## src/mem_ctrl_pkg.sv

```systemverilog
// Shared constants and types for the memory bus control-signal block.
// Assumes a single 125 MHz clock domain and a same-clock request source.
`default_nettype none

package mem_ctrl_pkg;

  // Data sizes in bits
  localparam int unsigned BYTE_BITS = 8;
  localparam int unsigned HALF_BITS = 16;
  localparam int unsigned WORD_BITS = 32;
  localparam int unsigned DWORD_BITS = 64;
  localparam int unsigned LANES = WORD_BITS / BYTE_BITS;

  // Pin counts
  localparam int unsigned RAM_SELS = 10;
  localparam int unsigned IO_SELS = 4;
  localparam int unsigned STROBE_PAIR = 2;
  localparam int unsigned OE_PAIR = 2;
  localparam int unsigned WAIT_BITS = 4;

  // Slow-device hold-off limit in cycles before a timeout
  localparam int unsigned TIMEOUT_CYCLES = 256;

  typedef enum logic [2:0] {
    AREA_NONE = 3'h0,
    AREA_RAM = 3'h1,
    AREA_PROM = 3'h2,
    AREA_XCHG = 3'h3,
    AREA_IO = 3'h4,
    AREA_EXT = 3'h5
  } area_e;

  typedef enum logic [1:0] {
    SIZE_BYTE = 2'h0,
    SIZE_HALF = 2'h1,
    SIZE_WORD = 2'h2,
    SIZE_DWORD = 2'h3
  } size_e;

  // Gray-coded access sequence
  typedef enum logic [1:0] {
    ST_IDLE = 2'h0,
    ST_ADDR = 2'h1,
    ST_WAIT = 2'h3,
    ST_DONE = 2'h2
  } acc_state_e;

endpackage

`default_nettype wire

```

## src/mem_ctrl_helpers.sv

```systemverilog
// Pin synchroniser and slow-device hold-off timer for the bus controller.
// Assumes one clock; pin inputs arrive asynchronously.
`default_nettype none

module pin_sync #(
  parameter int unsigned WIDTH = 2,
  parameter logic [WIDTH-1:0] RESET_VAL = '1
) (
  input wire logic clk_i, // System clock
  input wire logic reset_i, // Synchronous reset, active high
  input wire logic [WIDTH-1:0] pin_i, // Asynchronous pins
  output logic [WIDTH-1:0] sync_o // Synchronised levels
);
  initial begin
    if (WIDTH < 1) $error("pin_sync: WIDTH must be at least 1");
  end

  generate
    for (genvar i = 0; i < WIDTH; i++) begin : g_bit
      logic meta;
      logic stable;
      always_ff @(posedge clk_i) begin
        if (reset_i) begin
          meta <= RESET_VAL[i];
          stable <= RESET_VAL[i];
        end else begin
          meta <= pin_i[i];
          stable <= meta;
        end
      end
      assign sync_o[i] = stable;
    end
  endgenerate
endmodule // pin_sync

module holdoff_timer #(
  parameter int unsigned LIMIT = mem_ctrl_pkg::TIMEOUT_CYCLES
) (
  input wire logic clk_i, // System clock
  input wire logic reset_i, // Synchronous reset, active high
  input wire logic clear_i, // Start of a new access
  input wire logic run_i, // Access is being held off
  output logic expired_o // Held off beyond LIMIT cycles
);
  localparam int unsigned CW = $clog2(LIMIT + 1);
  logic [CW-1:0] cnt;
  logic [CW-1:0] next_cnt;

  initial begin
    if (LIMIT < 1) $error("holdoff_timer: LIMIT must be at least 1");
  end

  always_comb begin
    next_cnt = cnt;
    if (clear_i) begin
      next_cnt = '0;
    end else if (run_i && cnt != CW'(LIMIT)) begin
      next_cnt = cnt + CW'(1);
    end
  end

  always_ff @(posedge clk_i) begin
    if (reset_i) begin
      cnt <= '0;
    end else begin
      cnt <= next_cnt;
    end
  end

  // LIMIT cycles already spent, so this held cycle is the one too many
  assign expired_o = run_i && cnt == CW'(LIMIT);
endmodule // holdoff_timer

`default_nettype wire

```

## src/mem_bus_ctrl.sv

```systemverilog
// Memory and I/O bus control-signal generator: latch enable, buffer
// enables and direction, chip selects, write strobes and output enables.
// Assumes the requester decodes the area and supplies wait states.
`default_nettype none

module mem_bus_ctrl #(
  parameter int unsigned TIMEOUT_CYCLES = mem_ctrl_pkg::TIMEOUT_CYCLES
) (
  input wire logic clk_i, // System clock, 125 MHz
  input wire logic reset_i, // Synchronous reset, active high
  input wire logic req_i, // Access request, taken when idle_o
  input wire mem_ctrl_pkg::area_e area_i, // Decoded target area
  input wire logic write_i, // 1 write, 0 read
  input wire mem_ctrl_pkg::size_e size_i, // Access size
  input wire logic [1:0] addr_lo_i, // Byte address bits
  input wire logic [3:0] ram_bank_i, // RAM chip select index 0..9
  input wire logic [1:0] io_index_i, // I/O device index
  input wire logic [mem_ctrl_pkg::WAIT_BITS-1:0] wait_states_i, // Wait states
  input wire logic slow_dev_ready_n_i, // Slow device ready pin, low ready
  input wire logic slow_dev_error_n_i, // Slow device error pin, low error
  output logic idle_o, // Ready for a request
  output logic done_o, // Access finished, one cycle
  output logic bus_err_o, // Finished with device error, one cycle
  output logic timeout_o, // Finished by timeout, one cycle
  output logic [mem_ctrl_pkg::LANES-1:0] lane_en_o, // Byte lanes, [3]=D31:24
  output logic ale_n_o, // Address latch enable, low
  output logic ram_buf_en_n_o, // RAM buffer enable, low
  output logic prom_buf_en_n_o, // PROM buffer enable, low
  output logic common_mem_buf_en_n_o, // Common memory buffer enable, low
  output logic io_buf_en_n_o, // I/O buffer enable, low
  output logic data_buf_dir_o, // Buffer direction, 1 toward memory
  output logic data_buf_dir_n_o, // Complement of direction
  output logic [mem_ctrl_pkg::RAM_SELS-1:0] ram_sel_n_o, // RAM selects, low
  output logic prom_sel_n_o, // PROM select, low
  output logic [mem_ctrl_pkg::IO_SELS-1:0] io_dev_sel_o, // I/O selects, high
  output logic xchg_mem_sel_n_o, // Exchange memory select, low
  output logic [mem_ctrl_pkg::STROBE_PAIR-1:0] data_wr_strobe_n_o, // Data strobe
  output logic [mem_ctrl_pkg::STROBE_PAIR-1:0] check_wr_strobe_n_o, // Check strobe
  output logic io_wr_strobe_n_o, // I/O and exchange write strobe, low
  output logic [mem_ctrl_pkg::OE_PAIR-1:0] mem_oe_n_o // Memory output enable
);
  initial begin
    if (TIMEOUT_CYCLES < 1) $error("mem_bus_ctrl: TIMEOUT_CYCLES must be positive");
  end

  mem_ctrl_pkg::acc_state_e state, next_state;
  mem_ctrl_pkg::area_e area, next_area;
  mem_ctrl_pkg::size_e size, next_size;
  logic write, next_write;
  logic [1:0] addr_lo, next_addr_lo;
  logic [3:0] ram_bank, next_ram_bank;
  logic [1:0] io_index, next_io_index;
  logic [mem_ctrl_pkg::WAIT_BITS-1:0] wait_cnt, next_wait_cnt;
  logic fin_err, next_fin_err;
  logic fin_to, next_fin_to;

  logic rdy_n, err_n, slow, held, expired;

  pin_sync #(.WIDTH(2), .RESET_VAL(2'h3)) u_sync (
    .clk_i(clk_i),
    .reset_i(reset_i),
    .pin_i({slow_dev_error_n_i, slow_dev_ready_n_i}),
    .sync_o({err_n, rdy_n})
  );

  assign slow = area == mem_ctrl_pkg::AREA_IO || area == mem_ctrl_pkg::AREA_XCHG ||
                area == mem_ctrl_pkg::AREA_EXT;
  assign held = state == mem_ctrl_pkg::ST_WAIT && slow && rdy_n;

  holdoff_timer #(.LIMIT(TIMEOUT_CYCLES)) u_timer (
    .clk_i(clk_i),
    .reset_i(reset_i),
    .clear_i(state == mem_ctrl_pkg::ST_ADDR),
    .run_i(held),
    .expired_o(expired)
  );

  // Access sequence
  always_comb begin
    next_state = state;
    next_area = area;
    next_size = size;
    next_write = write;
    next_addr_lo = addr_lo;
    next_ram_bank = ram_bank;
    next_io_index = io_index;
    next_wait_cnt = wait_cnt;
    next_fin_err = 1'b0;
    next_fin_to = 1'b0;
    case (state)
      mem_ctrl_pkg::ST_IDLE: begin
        if (req_i) begin
          next_state = mem_ctrl_pkg::ST_ADDR;
          next_area = area_i;
          next_size = size_i;
          next_write = write_i;
          next_addr_lo = addr_lo_i;
          next_ram_bank = ram_bank_i;
          next_io_index = io_index_i;
        end
      end
      mem_ctrl_pkg::ST_ADDR: begin
        next_state = mem_ctrl_pkg::ST_WAIT;
        next_wait_cnt = wait_states_i;
      end
      mem_ctrl_pkg::ST_WAIT: begin
        if (slow && !err_n) begin
          next_state = mem_ctrl_pkg::ST_DONE;
          next_fin_err = 1'b1;
        end else if (expired) begin
          next_state = mem_ctrl_pkg::ST_DONE;
          next_fin_to = 1'b1;
        end else if (wait_cnt != '0) begin
          next_wait_cnt = wait_cnt - mem_ctrl_pkg::WAIT_BITS'(1);
        end else if (!slow || !rdy_n) begin
          next_state = mem_ctrl_pkg::ST_DONE;
        end
      end
      mem_ctrl_pkg::ST_DONE: begin
        next_state = mem_ctrl_pkg::ST_IDLE;
      end
      default: begin
        next_state = mem_ctrl_pkg::ST_IDLE;
      end
    endcase
  end

  always_ff @(posedge clk_i) begin
    if (reset_i) begin
      state <= mem_ctrl_pkg::ST_IDLE;
      area <= mem_ctrl_pkg::AREA_NONE;
      size <= mem_ctrl_pkg::SIZE_WORD;
      write <= 1'b0;
      addr_lo <= 2'h0;
      ram_bank <= 4'h0;
      io_index <= 2'h0;
      wait_cnt <= '0;
      fin_err <= 1'b0;
      fin_to <= 1'b0;
    end else begin
      state <= next_state;
      area <= next_area;
      size <= next_size;
      write <= next_write;
      addr_lo <= next_addr_lo;
      ram_bank <= next_ram_bank;
      io_index <= next_io_index;
      wait_cnt <= next_wait_cnt;
      fin_err <= next_fin_err;
      fin_to <= next_fin_to;
    end
  end

  assign idle_o = state == mem_ctrl_pkg::ST_IDLE;
  assign done_o = state == mem_ctrl_pkg::ST_DONE;
  assign bus_err_o = fin_err;
  assign timeout_o = fin_to;

  // Pin values are computed from the next state so every pin is a flop
  logic active_nx, strobe_nx, mem_nx, slow_nx;
  logic [mem_ctrl_pkg::LANES-1:0] next_lane_en;
  logic next_ale_n, next_ram_buf_n, next_prom_buf_n, next_common_buf_n, next_io_buf_n;
  logic next_dir, next_prom_sel_n, next_xchg_sel_n, next_io_wr_n, next_oe;
  logic [mem_ctrl_pkg::RAM_SELS-1:0] next_ram_sel_n;
  logic [mem_ctrl_pkg::IO_SELS-1:0] next_io_sel;
  logic next_mem_wr;

  always_comb begin
    active_nx = next_state == mem_ctrl_pkg::ST_ADDR || next_state == mem_ctrl_pkg::ST_WAIT;
    // Strobes fall only in the wait phase, after selects have settled
    strobe_nx = next_state == mem_ctrl_pkg::ST_WAIT && next_write;
    mem_nx = next_area == mem_ctrl_pkg::AREA_RAM || next_area == mem_ctrl_pkg::AREA_PROM;
    slow_nx = next_area == mem_ctrl_pkg::AREA_IO || next_area == mem_ctrl_pkg::AREA_XCHG ||
              next_area == mem_ctrl_pkg::AREA_EXT;
    case (next_size)
      mem_ctrl_pkg::SIZE_BYTE: next_lane_en = 4'h8 >> next_addr_lo;
      mem_ctrl_pkg::SIZE_HALF: next_lane_en = next_addr_lo[1] ? 4'h3 : 4'hc;
      default: next_lane_en = 4'hf;
    endcase
    next_ale_n = !(next_state == mem_ctrl_pkg::ST_ADDR);
    next_ram_buf_n = !(active_nx && next_area == mem_ctrl_pkg::AREA_RAM);
    next_prom_buf_n = !(active_nx && next_area == mem_ctrl_pkg::AREA_PROM);
    next_common_buf_n = !(active_nx && mem_nx);
    next_io_buf_n = !(active_nx && slow_nx);
    next_dir = active_nx && next_write;
    next_ram_sel_n = '1;
    if (active_nx && next_area == mem_ctrl_pkg::AREA_RAM &&
        next_ram_bank < 4'(mem_ctrl_pkg::RAM_SELS)) begin
      next_ram_sel_n[next_ram_bank] = 1'b0;
    end
    next_prom_sel_n = !(active_nx && next_area == mem_ctrl_pkg::AREA_PROM);
    next_xchg_sel_n = !(active_nx && next_area == mem_ctrl_pkg::AREA_XCHG);
    next_io_sel = '0;
    if (active_nx && next_area == mem_ctrl_pkg::AREA_IO) begin
      next_io_sel[next_io_index] = 1'b1;
    end
    next_mem_wr = strobe_nx && mem_nx;
    next_io_wr_n = !(strobe_nx && (next_area == mem_ctrl_pkg::AREA_IO ||
                                   next_area == mem_ctrl_pkg::AREA_XCHG));
    next_oe = next_state == mem_ctrl_pkg::ST_WAIT && !next_write && mem_nx;
  end

  always_ff @(posedge clk_i) begin
    if (reset_i) begin
      lane_en_o <= '0;
      ale_n_o <= 1'b1;
      ram_buf_en_n_o <= 1'b1;
      prom_buf_en_n_o <= 1'b1;
      common_mem_buf_en_n_o <= 1'b1;
      io_buf_en_n_o <= 1'b1;
      data_buf_dir_o <= 1'b0;
      data_buf_dir_n_o <= 1'b1;
      ram_sel_n_o <= '1;
      prom_sel_n_o <= 1'b1;
      io_dev_sel_o <= '0;
      xchg_mem_sel_n_o <= 1'b1;
      data_wr_strobe_n_o <= '1;
      check_wr_strobe_n_o <= '1;
      io_wr_strobe_n_o <= 1'b1;
      mem_oe_n_o <= '1;
    end else begin
      lane_en_o <= active_nx ? next_lane_en : 4'h0;
      ale_n_o <= next_ale_n;
      ram_buf_en_n_o <= next_ram_buf_n;
      prom_buf_en_n_o <= next_prom_buf_n;
      common_mem_buf_en_n_o <= next_common_buf_n;
      io_buf_en_n_o <= next_io_buf_n;
      data_buf_dir_o <= next_dir;
      data_buf_dir_n_o <= !next_dir;
      ram_sel_n_o <= next_ram_sel_n;
      prom_sel_n_o <= next_prom_sel_n;
      io_dev_sel_o <= next_io_sel;
      xchg_mem_sel_n_o <= next_xchg_sel_n;
      data_wr_strobe_n_o <= {mem_ctrl_pkg::STROBE_PAIR{!next_mem_wr}};
      check_wr_strobe_n_o <= {mem_ctrl_pkg::STROBE_PAIR{!next_mem_wr}};
      io_wr_strobe_n_o <= next_io_wr_n;
      mem_oe_n_o <= {mem_ctrl_pkg::OE_PAIR{!next_oe}};
    end
  end
endmodule // mem_bus_ctrl

`default_nettype wire

```

## config.mk

```make
export PLATFORM = sky130hd
export DESIGN_NAME = mem_bus_ctrl
export DESIGN_NICKNAME = d
export VERILOG_FILES = /design/src/mem_ctrl_pkg.sv /design/src/mem_ctrl_helpers.sv /design/src/mem_bus_ctrl.sv
export SDC_FILE = /design/constraint.sdc
export NUM_CORES = 1
export LEC_CHECK = 0
export BUFFER_PORTS_ARGS = -buffer_cell sky130_fd_sc_hd__buf_2
export CAP_MARGIN = 25
export CORE_UTILIZATION = 54
export DETAILED_ROUTE_END_ITERATION = 8
export PLACE_DENSITY_LB_ADDON = 0.3
export SYNTH_ARGS = -nofsm -noshare
export SYNTH_HDL_FRONTEND = slang
export SYNTH_SLANG_ARGS = --single-unit
```

## constraint.sdc

```tcl
create_clock -name clk_i -period 2.5 [get_ports clk_i]
set_input_delay 0.5 -clock clk_i [delete_from_list [all_inputs] [get_ports clk_i]]
set_output_delay 0.5 -clock clk_i [all_outputs]
set_load 0.01 [all_outputs]
```

==> results.sh <==
export IMPL_drc=0
export IMPL_yosys_most_used_dff="dfxtp_1"
export IMPL_dp_cells=465
export IMPL_end_kind="flip-flop"
export IMPL_place_area_sq_um=3350
export IMPL_worst_ep_arrival_time_ps=2320
export IMPL_ioPinCount=61
export IMPL_port_buffers=60
export IMPL_layout_nets=433
export IMPL_skew_ps=8.80
export IMPL_maxCapViolCount=0
export IMPL_max_slew_margin_pct=43.0
export IMPL_row_count=26
export IMPL_drive_gt1_share_pct=24.1
export IMPL_cts_resized_gates=0
export IMPL_syn_num_nets=375
export IMPL_setup_viol=0
export IMPL_ys_ff_latch=64
export IMPL_vdd_drop_max_v=0.000459
export IMPL_rsz0062_at_grt="no"
export IMPL_numCtsBuffers=9
export IMPL_cts_tree="done"
export IMPL_clock_sinks=64
export IMPL_avgSynthCellArea_sq_um=8.63
export IMPL_routabilityCongestion=0.847
export IMPL_n_antenna_cell=0
export IMPL_grt_usage_pct=25.5
export IMPL_drt_initial_drc_count=177
export IMPL_synth_edf_count=0
export IMPL_period_minus_slack_ps=2090
export IMPL_clock_latency_ps=340
export IMPL_slew_violations=0
export IMPL_syn_inst=348
export IMPL_hpwl_microns=4970
export IMPL_antenna_found_initial=0
export IMPL_holdBufCountCts=0
export IMPL_fmax_mhz=477
export IMPL_synthArstFlopShare_pct=0
export IMPL_ant_nets=0
export IMPL_clk_pin_slew_ps=70
export IMPL_hold_viol_final=0
export IMPL_yosysSeqAreaShare_pct=42.6
export IMPL_p_leak_nw=1.37
export IMPL_postLayoutCoreUtil_pct=68.0
export IMPL_status="completed"
export IMPL_fin_crit_sh_pct=83.8
export IMPL_viasPerCell=5.69
export IMPL_worstSetupPathType="reg -> reg"
export IMPL_coreArea_sq_um=5240
export IMPL_final_common_cell="dfxtp_1"
export IMPL_start_util_pct=57.4
export IMPL_nFillCells=447
export IMPL_die_w_microns=76.6
export IMPL_whs_ps=345
export IMPL_die_height_microns=76.6
export IMPL_wl_per_cell_microns=14.6
export IMPL_grt_pass1_wl_microns=11800
export IMPL_synth_area_sq_um=3000
export IMPL_pre_cts_ws_ps=390
export IMPL_cts_max_level=3
export IMPL_post_cts_buffers=0
export IMPL_power_total_mw=2.73
export IMPL_first_global_vias=2584
export IMPL_fin_cells=480
export IMPL_final_cell_mix="dfxtp_1 (64), buf_2 (60), nand2_1 (47)"
export IMPL_tightest_slew_ps=844
export IMPL_grt_start_max_net_pins=35
export IMPL_routed_wl_microns=7000
export IMPL_ys_warn_count=0
export IMPL_final_area_sq_um=3560
export IMPL_crit_fanout=4
export IMPL_cts_max_path_buffers=2
export IMPL_vias=2729
export IMPL_grt_remaining_overflow=0
export IMPL_die_area_sq_um=5870
export IMPL_p_per_area_nw_per_um2=766
export IMPL_synthDistinctLibCells=60
export IMPL_timing_final_ws_setup_ps=405
export IMPL_drt_pass1_iterations=4
export IMPL_area_growth_pct=18.5
export IMPL_cts_root_buf="clkbuf_8"
export IMPL_crit_path_start_kind="flip-flop"
export IMPL_crit_required_ps=2720
export IMPL_fin_setup_tns_ps=0
export IMPL_hp_class="in -> reg"
[registers in the layout, indices dropped and copies added (netlist names), 2 cells and up]
register             flops
addr_lo                  2
area                     3
io_dev_sel_o             4
io_index                 2
lane_en_o                4
ram_bank                 4
ram_sel_n_o             10
size                     2
state                    2
u_sync.g_bit.meta        2
u_sync.g_bit.stable      2
u_timer.cnt              9
wait_cnt                 4
[metal layers]
| layer | routed length (microns) | track usage (%) | vias up |
|---|---|---|---|
| met5 | 0 | 0 | - |
| li1 | - | - | 1370 |
| met1 | 3020 | 30.1 | 1262 |
| met2 | 3530 | 42.0 | 85 |
| met4 | 88 | 15.6 | 0 |
| met3 | 362 | 5.75 | 12 |
[Yosys cell counts (6+ instances only)]
master	number	share of area, %
nor3b_1	7	1.7
nand2_1	47	5.9
dfxtp_1	64	43
a21oi_1	30	5.0
nand2b_1	8	1.7
nor2_1	17	2.1
nand3b_1	6	1.5
inv_1	14	1.7
mux2i_1	6	2.0
clkbuf_1	13	1.6
a31oi_1	6	1.2
nor3_1	11	1.8
nand3_1	16	2.7
[area by class of cell]
type | count | area, sq um | area share, %
inverters | 15 | 56.3 | 1.58
clock buffers | 13 | 169 | 4.74
clock inverters | 2 | 37.5 | 1.05
repair buffers | 70 | 375 | 10.5
well taps | 70 | 87.6 | 2.46
multi-input cells | 246 | 1550 | 43.6
flip-flops and latches | 64 | 1280 | 36.0
[path summary, 6_finish.rpt]
check / slack (ps) / end / start / cells past startpoint
worst min-delay path: 340 / u_sync.g_bit[0].meta / slow_dev_ready_n_i / 2
worst min register to register: 410 / u_sync.g_bit[0].stable / u_sync.g_bit[0].meta / 1
worst max register to register: 410 / io_wr_strobe_n_o / wait_cnt[0] / 6
worst max-delay path: 410 / io_wr_strobe_n_o / wait_cnt[0] / 6
[cells by family after synthesis]
| logic type | share of synthesized area, % |
|---|---|
| adder cells (fa/ha/maj) | 1.67 |
| XOR/XNOR | 1.17 |
| AND/OR/NAND/NOR | 27.9 |
| buffers and inverters | 5.79 |
| AO/OA/AOI/OAI | 18.5 |
| multiplexers | 2.37 |
| flip-flops | 42.6 |
[critical path, cell delays in order, from the launching register on]
cell and delay, ps:
dfxtp_1 370, inv_1 90, ha_1 230, nor3b_1 160
o311ai_0 710, and4b_1 330, nand3_1 80
[report_power, final]
part	switching, mW	total (mW)	internal (mW)
Combinational	0.372	0.634	0.262
Sequential	0.0724	1.18	1.11
Clock	0.379	0.916	0.537
No activity file was read; power rests on OpenSTA's default activity.
